==> src/pkg/pdf_defines.vh <==
// Register offsets, field positions, reset values and timing for the PWM back end.
`ifndef PDF_DEFINES_VH
`define PDF_DEFINES_VH

`define PDF_OFS_CTL        12'h000
`define PDF_OFS_SYNC       12'h004
`define PDF_OFS_ENABLE     12'h008
`define PDF_OFS_INVERT     12'h00c
`define PDF_OFS_FAULT      12'h010
`define PDF_OFS_INTEN      12'h014
`define PDF_OFS_RIS        12'h018
`define PDF_OFS_ISC        12'h01c
`define PDF_OFS_STATUS     12'h020
`define PDF_OFS_GCTL       12'h040
`define PDF_OFS_GINTEN     12'h044
`define PDF_OFS_GRIS       12'h048
`define PDF_OFS_GISC       12'h04c
`define PDF_OFS_LOAD       12'h050
`define PDF_OFS_COUNT      12'h054
`define PDF_OFS_CMPA       12'h058
`define PDF_OFS_CMPB       12'h05c
`define PDF_OFS_GENA       12'h060
`define PDF_OFS_GENB       12'h064
`define PDF_OFS_DBCTL      12'h068
`define PDF_OFS_DBRISE     12'h06c
`define PDF_OFS_DBFALL     12'h070

// Generator control fields.
`define PDF_GCTL_RUN       0
`define PDF_GCTL_UPDOWN    1
`define PDF_GCTL_SYNCUPD   2
`define PDF_GCTL_DBGRUN    3
// Interrupt fields.
`define PDF_INT_FAULT      16
`define PDF_INT_GEN0       0
// Generator event bit order: zero, load, a-up, a-down, b-up, b-down.
`define PDF_EV_ZERO        0
`define PDF_EV_LOAD        1
`define PDF_EV_AUP         2
`define PDF_EV_ADN         3
`define PDF_EV_BUP         4
`define PDF_EV_BDN         5

`define PDF_RESET_VAL      32'h0000_0000
`define PDF_CLK_HZ         40000000

`endif

==> src/hw/pdf_deadband.v <==
// Dead-band delay stage for one generator.
`timescale 1ns/1ps
module pdf_deadband (
    input  wire        clk_i,
    input  wire        reset_n_i,
    input  wire        enable_i,
    input  wire [11:0] rise_delay_i,
    input  wire [11:0] fall_delay_i,
    input  wire        raw_wave_first_i,
    input  wire        raw_wave_second_i,
    output reg         db_first_o,
    output reg         db_second_o
);
    reg        prev_reg;
    reg [11:0] rise_cnt_reg;
    reg [11:0] fall_cnt_reg;
    wire       in_rise = raw_wave_first_i & ~prev_reg;
    wire       in_fall = ~raw_wave_first_i & prev_reg;

    // Both outputs are registered so the pins see no combinational glitches.
    always @(posedge clk_i or negedge reset_n_i) begin
        if (!reset_n_i) begin
            prev_reg     <= 1'b0;
            rise_cnt_reg <= 12'h000;
            fall_cnt_reg <= 12'h000;
            db_first_o   <= 1'b0;
            db_second_o  <= 1'b0;
        end else begin
            prev_reg <= raw_wave_first_i;
            if (!enable_i) begin
                db_first_o   <= raw_wave_first_i;
                db_second_o  <= raw_wave_second_i;
                rise_cnt_reg <= 12'h000;
                fall_cnt_reg <= 12'h000;
            end else begin
                // The falling input edge drops the first output at once.
                if (!raw_wave_first_i) begin
                    db_first_o   <= 1'b0;
                    rise_cnt_reg <= 12'h000;
                end else if (in_rise) begin
                    rise_cnt_reg <= rise_delay_i;
                    db_first_o   <= (rise_delay_i == 12'h000);
                end else if (rise_cnt_reg > 12'h001) begin
                    rise_cnt_reg <= rise_cnt_reg - 12'h001;
                end else begin
                    rise_cnt_reg <= 12'h000;
                    db_first_o   <= 1'b1;
                end
                // The second output is the complement with delayed rise.
                if (raw_wave_first_i) begin
                    db_second_o  <= 1'b0;
                    fall_cnt_reg <= 12'h000;
                end else if (in_fall) begin
                    fall_cnt_reg <= fall_delay_i;
                    db_second_o  <= (fall_delay_i == 12'h000);
                end else if (fall_cnt_reg > 12'h001) begin
                    fall_cnt_reg <= fall_cnt_reg - 12'h001;
                end else begin
                    fall_cnt_reg <= 12'h000;
                    db_second_o  <= 1'b1;
                end
            end
        end
    end
endmodule

==> src/hw/pdf_top.v <==
// PWM back end: register bank, counter sync, dead-band, fault and outputs.
//
// Added by the designer: register access over AXI4-Lite.
`timescale 1ns/1ps
`include "pdf_defines.vh"
module pdf_top (
    input  wire        clk_i,
    input  wire        reset_n_i,
    // AXI4-Lite slave.
    input  wire [11:0] s_axi_awaddr_i,
    input  wire        s_axi_awvalid_i,
    output wire        s_axi_awready_o,
    input  wire [31:0] s_axi_wdata_i,
    input  wire [3:0]  s_axi_wstrb_i,
    input  wire        s_axi_wvalid_i,
    output wire        s_axi_wready_o,
    output reg  [1:0]  s_axi_bresp_o,
    output reg         s_axi_bvalid_o,
    input  wire        s_axi_bready_i,
    input  wire [11:0] s_axi_araddr_i,
    input  wire        s_axi_arvalid_i,
    output wire        s_axi_arready_o,
    output reg  [31:0] s_axi_rdata_o,
    output reg  [1:0]  s_axi_rresp_o,
    output reg         s_axi_rvalid_o,
    input  wire        s_axi_rready_i,
    // Generator front end.
    input  wire        raw_wave_first_i,
    input  wire        raw_wave_second_i,
    input  wire [5:0]  counter_event_i,
    // Conditions and pins.
    input  wire        fault_pin_i,
    input  wire        debug_stall_i,
    output wire        out_channel_zero_o,
    output wire        out_channel_one_o,
    output reg         irq_o
);
    // ****************************************************************
    // Registers
    // ****************************************************************
    reg        global_update_reg;
    reg        counter_sync_request_reg;
    reg [1:0]  output_pin_enable_reg;
    reg [1:0]  output_polarity_invert_reg;
    reg [1:0]  output_fault_force_reg;
    reg        irq_en_gen_reg;
    reg        irq_en_fault_reg;
    reg        fault_latch_reg;
    reg [3:0]  gen_control_reg;
    reg [5:0]  gen_irq_enable_reg;
    reg [5:0]  gen_raw_reg;
    reg [15:0] load_pend_reg;
    reg [15:0] load_act_reg;
    reg [15:0] cmpa_pend_reg;
    reg [15:0] cmpa_act_reg;
    reg [15:0] cmpb_pend_reg;
    reg [15:0] cmpb_act_reg;
    reg [15:0] count_reg;
    reg        dir_up_reg;
    reg [31:0] gen_actions_first_reg;
    reg [31:0] gen_actions_second_reg;
    reg        deadband_control_reg;
    reg [11:0] deadband_rise_delay_reg;
    reg [11:0] deadband_fall_delay_reg;
    reg        dirty_reg;
    reg        fault_meta_reg;
    reg        fault_sync_reg;
    reg        stall_meta_reg;
    reg        stall_sync_reg;
    reg        aw_held_reg;
    reg        w_held_reg;
    reg [11:0] aw_addr_reg;
    reg [31:0] w_data_reg;
    reg [3:0]  w_strb_reg;

    // ****************************************************************
    // Bus slave
    // ****************************************************************
    // Address and data are latched separately, so either may come first.
    assign s_axi_awready_o = ~aw_held_reg & ~s_axi_bvalid_o;
    assign s_axi_wready_o  = ~w_held_reg & ~s_axi_bvalid_o;
    assign s_axi_arready_o = ~s_axi_rvalid_o;

    wire        wr_go = aw_held_reg & w_held_reg & ~s_axi_bvalid_o;
    wire [31:0] wd    = w_data_reg;
    wire        ws    = &w_strb_reg;

    function wr_hit;
        input [11:0] ofs;
        begin
            wr_hit = wr_go & ws & ({aw_addr_reg[11:2], 2'b00} == ofs);
        end
    endfunction

    wire fault_cond = fault_sync_reg | stall_sync_reg;
    wire cnt_zero   = (count_reg == 16'h0000);
    wire running    = gen_control_reg[`PDF_GCTL_RUN];
    // Stall with the stop option lets the counter run down to zero only.
    wire halt = stall_sync_reg & ~gen_control_reg[`PDF_GCTL_DBGRUN]
                & cnt_zero;
    wire tick = running & ~halt;

    wire apply = cnt_zero & tick & dirty_reg &
                 (~gen_control_reg[`PDF_GCTL_SYNCUPD] |
                  global_update_reg);

    always @(posedge clk_i or negedge reset_n_i) begin
        if (!reset_n_i) begin
            aw_held_reg    <= 1'b0;
            w_held_reg     <= 1'b0;
            aw_addr_reg    <= 12'h000;
            w_data_reg     <= 32'h0000_0000;
            w_strb_reg     <= 4'h0;
            s_axi_bvalid_o <= 1'b0;
            s_axi_bresp_o  <= 2'b00;
        end else begin
            if (s_axi_awvalid_i && s_axi_awready_o) begin
                aw_held_reg <= 1'b1;
                aw_addr_reg <= s_axi_awaddr_i;
            end
            if (s_axi_wvalid_i && s_axi_wready_o) begin
                w_held_reg <= 1'b1;
                w_data_reg <= s_axi_wdata_i;
                w_strb_reg <= s_axi_wstrb_i;
            end
            if (wr_go) begin
                aw_held_reg    <= 1'b0;
                w_held_reg     <= 1'b0;
                s_axi_bvalid_o <= 1'b1;
                s_axi_bresp_o  <= 2'b00;
            end else if (s_axi_bready_i) begin
                s_axi_bvalid_o <= 1'b0;
            end
        end
    end

    // ****************************************************************
    // Register writes and generator state
    // ****************************************************************
    // Partial-strobe writes are acknowledged but dropped: every field
    // here is updated as a whole word to keep pending values coherent.
    always @(posedge clk_i or negedge reset_n_i) begin
        if (!reset_n_i) begin
            global_update_reg          <= 1'b0;
            counter_sync_request_reg   <= 1'b0;
            output_pin_enable_reg      <= 2'b00;
            output_polarity_invert_reg <= 2'b00;
            output_fault_force_reg     <= 2'b00;
            irq_en_gen_reg             <= 1'b0;
            irq_en_fault_reg           <= 1'b0;
            fault_latch_reg            <= 1'b0;
            gen_control_reg            <= 4'h0;
            gen_irq_enable_reg         <= 6'h00;
            gen_raw_reg                <= 6'h00;
            load_pend_reg              <= 16'h0000;
            load_act_reg               <= 16'h0000;
            cmpa_pend_reg              <= 16'h0000;
            cmpa_act_reg               <= 16'h0000;
            cmpb_pend_reg              <= 16'h0000;
            cmpb_act_reg               <= 16'h0000;
            count_reg                  <= 16'h0000;
            dir_up_reg                 <= 1'b0;
            gen_actions_first_reg      <= 32'h0000_0000;
            gen_actions_second_reg     <= 32'h0000_0000;
            deadband_control_reg       <= 1'b0;
            deadband_rise_delay_reg    <= 12'h000;
            deadband_fall_delay_reg    <= 12'h000;
            dirty_reg                  <= 1'b0;
        end else begin
            if (wr_hit(`PDF_OFS_CTL) && wd[0])
                global_update_reg <= 1'b1;
            else if (apply)
                global_update_reg <= 1'b0;
            if (wr_hit(`PDF_OFS_SYNC) && wd[0])
                counter_sync_request_reg <= 1'b1;
            else
                counter_sync_request_reg <= 1'b0;
            if (wr_hit(`PDF_OFS_ENABLE))
                output_pin_enable_reg <= wd[1:0];
            if (wr_hit(`PDF_OFS_INVERT))
                output_polarity_invert_reg <= wd[1:0];
            if (wr_hit(`PDF_OFS_FAULT))
                output_fault_force_reg <= wd[1:0];
            if (wr_hit(`PDF_OFS_INTEN)) begin
                irq_en_gen_reg   <= wd[`PDF_INT_GEN0];
                irq_en_fault_reg <= wd[`PDF_INT_FAULT];
            end
            // Only the pin sets the latch; a stall never does.
            if (fault_sync_reg)
                fault_latch_reg <= 1'b1;
            else if (wr_hit(`PDF_OFS_ISC) && wd[`PDF_INT_FAULT])
                fault_latch_reg <= 1'b0;
            if (wr_hit(`PDF_OFS_GCTL))
                gen_control_reg <= wd[3:0];
            if (wr_hit(`PDF_OFS_GINTEN))
                gen_irq_enable_reg <= wd[5:0];
            // Raw events are latched before any dead-band delay.
            if (wr_hit(`PDF_OFS_GISC))
                gen_raw_reg <= (gen_raw_reg & ~wd[5:0]) |
                               counter_event_i;
            else
                gen_raw_reg <= gen_raw_reg | counter_event_i;
            if (wr_hit(`PDF_OFS_LOAD)) begin
                load_pend_reg <= wd[15:0];
                dirty_reg     <= 1'b1;
            end else if (wr_hit(`PDF_OFS_CMPA)) begin
                cmpa_pend_reg <= wd[15:0];
                dirty_reg     <= 1'b1;
            end else if (wr_hit(`PDF_OFS_CMPB)) begin
                cmpb_pend_reg <= wd[15:0];
                dirty_reg     <= 1'b1;
            end else if (apply) begin
                dirty_reg <= 1'b0;
            end
            if (apply) begin
                load_act_reg <= load_pend_reg;
                cmpa_act_reg <= cmpa_pend_reg;
                cmpb_act_reg <= cmpb_pend_reg;
            end
            if (wr_hit(`PDF_OFS_GENA))
                gen_actions_first_reg <= wd;
            if (wr_hit(`PDF_OFS_GENB))
                gen_actions_second_reg <= wd;
            if (wr_hit(`PDF_OFS_DBCTL))
                deadband_control_reg <= wd[0];
            if (wr_hit(`PDF_OFS_DBRISE))
                deadband_rise_delay_reg <= wd[11:0];
            if (wr_hit(`PDF_OFS_DBFALL))
                deadband_fall_delay_reg <= wd[11:0];
            // Counter: in down mode the load value holds period minus one; up-down mode counts 0 to load and back.
            if (counter_sync_request_reg) begin
                count_reg  <= 16'h0000;
                dir_up_reg <= 1'b1;
            end else if (tick) begin
                if (!gen_control_reg[`PDF_GCTL_UPDOWN]) begin
                    dir_up_reg <= 1'b0;
                    if (cnt_zero)
                        count_reg <= apply ? load_pend_reg
                                           : load_act_reg;
                    else
                        count_reg <= count_reg - 16'h0001;
                end else if (dir_up_reg) begin
                    if (count_reg >= load_act_reg) begin
                        dir_up_reg <= 1'b0;
                        count_reg  <= count_reg - 16'h0001;
                    end else begin
                        count_reg <= count_reg + 16'h0001;
                    end
                end else begin
                    if (cnt_zero) begin
                        dir_up_reg <= 1'b1;
                        count_reg  <= 16'h0001;
                    end else begin
                        count_reg <= count_reg - 16'h0001;
                    end
                end
            end
        end
    end

    // ****************************************************************
    // Condition synchronisers and read path
    // ****************************************************************
    always @(posedge clk_i or negedge reset_n_i) begin
        if (!reset_n_i) begin
            fault_meta_reg <= 1'b0;
            fault_sync_reg <= 1'b0;
            stall_meta_reg <= 1'b0;
            stall_sync_reg <= 1'b0;
        end else begin
            fault_meta_reg <= fault_pin_i;
            fault_sync_reg <= fault_meta_reg;
            stall_meta_reg <= debug_stall_i;
            stall_sync_reg <= stall_meta_reg;
        end
    end

    wire        gen_irq   = |(gen_raw_reg & gen_irq_enable_reg);
    wire [31:0] ris_word  = {15'h0000, fault_latch_reg, 15'h0000,
                             |gen_raw_reg};
    wire [31:0] isc_word  = {15'h0000, fault_latch_reg & irq_en_fault_reg,
                             15'h0000, gen_irq & irq_en_gen_reg};
    reg  [31:0] rd_next;
    reg  [1:0]  rresp_next;

    always @* begin
        rd_next    = 32'h0000_0000;
        rresp_next = 2'b00;
        case ({s_axi_araddr_i[11:2], 2'b00})
            `PDF_OFS_CTL:    rd_next = {31'h0000_0000, global_update_reg};
            `PDF_OFS_SYNC:   rd_next = {31'h0000_0000,
                                        counter_sync_request_reg};
            `PDF_OFS_ENABLE: rd_next = {30'h0000_0000,
                                        output_pin_enable_reg};
            `PDF_OFS_INVERT: rd_next = {30'h0000_0000,
                                        output_polarity_invert_reg};
            `PDF_OFS_FAULT:  rd_next = {30'h0000_0000,
                                        output_fault_force_reg};
            `PDF_OFS_INTEN:  rd_next = {15'h0000, irq_en_fault_reg,
                                        15'h0000, irq_en_gen_reg};
            `PDF_OFS_RIS:    rd_next = ris_word;
            `PDF_OFS_ISC:    rd_next = isc_word;
            `PDF_OFS_STATUS: rd_next = {31'h0000_0000,
                                        fault_sync_reg};
            `PDF_OFS_GCTL:   rd_next = {28'h000_0000, gen_control_reg};
            `PDF_OFS_GINTEN: rd_next = {26'h000_0000, gen_irq_enable_reg};
            `PDF_OFS_GRIS:   rd_next = {26'h000_0000, gen_raw_reg};
            `PDF_OFS_GISC:   rd_next = {26'h000_0000,
                                        gen_raw_reg & gen_irq_enable_reg};
            `PDF_OFS_LOAD:   rd_next = {16'h0000, load_pend_reg};
            `PDF_OFS_COUNT:  rd_next = {16'h0000, count_reg};
            `PDF_OFS_CMPA:   rd_next = {16'h0000, cmpa_pend_reg};
            `PDF_OFS_CMPB:   rd_next = {16'h0000, cmpb_pend_reg};
            `PDF_OFS_GENA:   rd_next = gen_actions_first_reg;
            `PDF_OFS_GENB:   rd_next = gen_actions_second_reg;
            `PDF_OFS_DBCTL:  rd_next = {31'h0000_0000,
                                        deadband_control_reg};
            `PDF_OFS_DBRISE: rd_next = {20'h0_0000,
                                        deadband_rise_delay_reg};
            `PDF_OFS_DBFALL: rd_next = {20'h0_0000,
                                        deadband_fall_delay_reg};
            default:         rresp_next = 2'b10;
        endcase
    end

    always @(posedge clk_i or negedge reset_n_i) begin
        if (!reset_n_i) begin
            s_axi_rvalid_o <= 1'b0;
            s_axi_rdata_o  <= 32'h0000_0000;
            s_axi_rresp_o  <= 2'b00;
            irq_o          <= 1'b0;
        end else begin
            if (s_axi_arvalid_i && s_axi_arready_o) begin
                s_axi_rvalid_o <= 1'b1;
                s_axi_rdata_o  <= rd_next;
                s_axi_rresp_o  <= rresp_next;
            end else if (s_axi_rready_i) begin
                s_axi_rvalid_o <= 1'b0;
            end
            irq_o <= |isc_word;
        end
    end

    // ****************************************************************
    // Dead-band and output stage
    // ****************************************************************
    wire [1:0] db_wave;

    pdf_deadband u_deadband (
        .clk_i             (clk_i),
        .reset_n_i         (reset_n_i),
        .enable_i          (deadband_control_reg),
        .rise_delay_i      (deadband_rise_delay_reg),
        .fall_delay_i      (deadband_fall_delay_reg),
        .raw_wave_first_i  (raw_wave_first_i),
        .raw_wave_second_i (raw_wave_second_i),
        .db_first_o        (db_wave[0]),
        .db_second_o       (db_wave[1])
    );

    reg [1:0] pin_reg;
    genvar ch;
    generate
        for (ch = 0; ch < 2; ch = ch + 1) begin : g_out
            wire gated = db_wave[ch] & output_pin_enable_reg[ch];
            wire safe  = gated &
                ~(output_fault_force_reg[ch] & fault_cond);
            always @(posedge clk_i or negedge reset_n_i) begin
                if (!reset_n_i)
                    pin_reg[ch] <= 1'b0;
                else
                    pin_reg[ch] <= safe ^
                        output_polarity_invert_reg[ch];
            end
        end
    endgenerate

    assign out_channel_zero_o = pin_reg[0];
    assign out_channel_one_o  = pin_reg[1];
endmodule

==> config.mk <==
export PLATFORM = sky130hd
export DESIGN_NAME = pdf_top
export DESIGN_NICKNAME = d
export VERILOG_FILES = /design/src/hw/pdf_deadband.v /design/src/hw/pdf_top.v
export VERILOG_INCLUDE_DIRS = /design/src /design/src/pkg
export SDC_FILE = /design/constraint.sdc
export NUM_CORES = 1
export LEC_CHECK = 0
export BUFFER_PORTS_ARGS = -buffer_cell sky130_fd_sc_hd__buf_2
export CELL_PAD_IN_SITES_DETAIL_PLACEMENT = 1
export CELL_PAD_IN_SITES_GLOBAL_PLACEMENT = 1
export CORE_MARGIN = 4
export CORE_UTILIZATION = 45
export CTS_BUF_LIST = sky130_fd_sc_hd__clkbuf_4
export DETAILED_ROUTE_END_ITERATION = 10
export GPL_TIMING_DRIVEN = 0
export PLACE_DENSITY = 0.81
export SYNTH_ARGS = -nofsm -noshare
export SYNTH_HDL_FRONTEND = slang
export SYNTH_SLANG_ARGS = --single-unit
==> constraint.sdc <==
create_clock -name clk_i -period 5.6 [get_ports clk_i]
set_input_delay 0.56 -clock clk_i [delete_from_list [all_inputs] [get_ports clk_i]]
set_output_delay 0.56 -clock clk_i [all_outputs]
set_load 0.01 [all_outputs]
==> results.md <==
- Fmax: 0.2930 GHz
- Non-filler instance count after layout: 2141
- Most used DFF post-synth: dfrtp_1
- Reg2Reg Setup Slack: 2.19 ns
- Seq cells post-synth: between 300 and 400
- Die X: 193.7 µm
- Max-cap violations: 0
- Cell Area, Placed: 16710 µm²
- Crit path launch type: flop
- RSZ-0062 raised after global routing: false
- 1st-iter DRT viols: about 780
- Final worst-path cycle share: 60.94%
- First-pass DRT Iterations: 5
- Maximum vdd ir drop: roughly 0.20 mV
- Synth cell types: 77
- Async S/R FF share, synth: 100.0%
- Synthesized area per cell: 11.28 µm²
- Ports: 121
- Fraction of layout cells with a size suffix above 1: 31.56%
- Area Growth Syn to Fin: 17.87%
- H-Tree Depth: 3
- Routed Antenna Nets: 0
- WP data arrival: ~4 ns
- Final Instance Area: 18290 µm²
- Detail Placement HPWL: approximately 34000 µm
- Clk Latency, worst-skew pair: 0.77 ns
- Vias: 12616
- CTS root buffer: clkbuf_4
- Wirelength per Cell: 23.98 µm
- IO Port Bufs: between 100 and 150
- Pin count of the biggest net entering global routing: 116
- GRT Total Usage: 26.94%
- Total Power: 5.509 mW
- Rows: 67
- CTS Buf Count: 86
- Status: finished, final reports clean
- Post-CTS Setup Bufs: 0
- Critical path class: reg2reg
- Hold violation total from the final report: 0
- CTS Sinks: 315
- Leakage: 8.499 nW
- Core Area: 33780 µm²
- First-pass GRT wire length: 80250 µm
- Ys Warns: 0
- Clk buf depth: 3
- Post-Route Skew: 0.03942 ns
- Starting Density: 45.93%
- Die Height: around 190 µm
- DRC: 0
- RePlAce Congestion: 0.8762
- Final setup vio count: 0
- Fillers: 3661
- Drt total wl: 51350 µm
- Final #Nets: 1732
- Mapped cell area: 15520 µm²
- Die area: 37520 µm²
- Placed Cells: approximately 1900
- Worst-margin pin slew: 1.176 ns
- Register clock-pin slew on the reported worst setup and hold paths: 0.06 ns
- Max Slew Vio Count: 0
- EDFF count, synth: 0
- Via density: 5.893
- Vias in the first global route: 13934
- CTS tree: yes
- GRT overflow: 0
- Setup TNS: 0 ns
- Worst hold path class: in2reg
- Post-Syn Instances: 1376
- WP data required: 6.23 ns
- Final min period: 3.413 ns
- Slew headroom: 19.55%
- CP max FO: 10
- Cell Pwr Density: 301.2 nW/µm²
- Seq/Total Area, Yosys: 50.80%
- Type of element capturing the critical path: flop
- Initial antenna violation count: 4
[timing repair]
item	4_1_cts	5_1_grt
setup endpoints to repair	0	0
endpoints found under the hold margin	162	2
gates resized for setup	0	0
hold buffers	50	2
[placed cells by master, fill, tap and decap left out, types with 22 or more instances in the layout]
cell           instances
clkbuf_4             123
nor2_1                81
dfrtp_1              315
a21oi_1               38
mux2_2               223
nand2_1              119
ha_1                  22
o21ai_0               72
mux2i_1               32
dlygate4sd3_1         52
nand3_1               29
inv_1                 39
a22oi_1               38
clkbuf_1              43
nor3_1                28
buf_2                140
[worst max-delay path, cell delays in order (launching register included)]
cell       delay, ns
dfrtp_1         0.39
ha_1            0.29
a21oi_1         0.15
nor2_1          0.05
a2111oi_0       0.92
nand4_1         0.29
buf_2           0.32
buf_1           0.34
nor2_1          0.18
o21ai_0         0.09
a32o_1          0.26
[cell type report]
class	instances	area, µm²	share of cell area (%)
well taps	448	560.5	3.065
inverters	40	150.1	0.8210
clock inverters	21	120.1	0.6568
diodes	4	10.01	0.05473
clock buffers	123	923.4	5.049
repair buffers	167	1151	6.294
multi-input cells	939	7122	38.94
plain buffers	84	369.1	2.018
flip-flops and latches	315	7883	43.10
[cell families (layout without fill, tap and decap cells)]
logic type / after synthesis / count (layout) / share of synthesized area (%)
xor gates and xnor gates: 36 / 36 / 2.032
buffers and inverters: 124 / 435 / 3.346
and+or+nand+nor: 355 / 355 / 11.36
other: 1 / 7 / 0.02417
muxes: 265 / 265 / 19.43
adders and majority gates: 23 / 23 / 1.839
AOI/OAI and AO/OA: 257 / 257 / 11.16
DFF: 315 / 315 / 50.80
[where the power goes]
group / total [mW] / internal, mW / switching, mW / leakage, nW
Sequential: 2.73 / 2.46 / 0.261 / 4.24
Clock: 2.07 / 1.05 / 1.02 / 0.617
Combinational: 0.717 / 0.299 / 0.418 / 3.65
[through the flow]
stage                     hold slack, ns  utilization (%)  worst slack (ns)
after floorplan                   0.2644                -             3.141
after global placement            0.3363            49.28            -2.029
after detailed placement          0.3393            49.48             1.971
after CTS                       0.001998            54.05             2.284
after global routing           -0.001685            54.13             2.056
final                            0.06717            54.14             2.187
[routing by layer]
| layer | share of wire (%) | global-route usage [%] |
|---|---|---|
| met5 | 0 | 0 |
| met4 | 3.4 | 10.62 |
| met3 | 6.8 | 6.881 |
| met2 | 49 | 44.73 |
| met1 | 41 | 33.97 |
[path summary, 6_finish.rpt]
check                                 start             end  cells after the start
max reg2reg                   count_reg[13]   count_reg[14]                     10
min reg2reg                  stall_meta_reg  stall_sync_reg                      0
max in group asynchronous         reset_n_i   w_data_reg[4]                      3
min                        s_axi_wdata_i[7]   w_data_reg[7]                      2
max                           count_reg[13]   count_reg[14]                     10
min in group asynchronous         reset_n_i  aw_addr_reg[8]                      2
[Yosys cell counts (10+ instances only)]
library cell,instances,area (µm²)
xor2_1,17,148.9
o21ai_0,72,360.4
ha_1,22,275.3
mux2_2,223,2511
nor3_1,28,140.1
nor4_1,16,100.1
dfrtp_1,315,7883
a21o_1,10,75.07
xnor2_1,19,166.4
inv_1,39,146.4
clkbuf_1,43,161.4
nor2_1,81,304.0
nand3_1,29,145.1
mux2i_1,32,320.3
buf_2,28,140.1
a22oi_1,38,285.3
a32oi_1,10,87.58
o211ai_1,11,82.58
a21oi_1,38,190.2
nor2b_1,13,81.33
nand2_1,119,446.7
(Power assumes the default switching activity.)
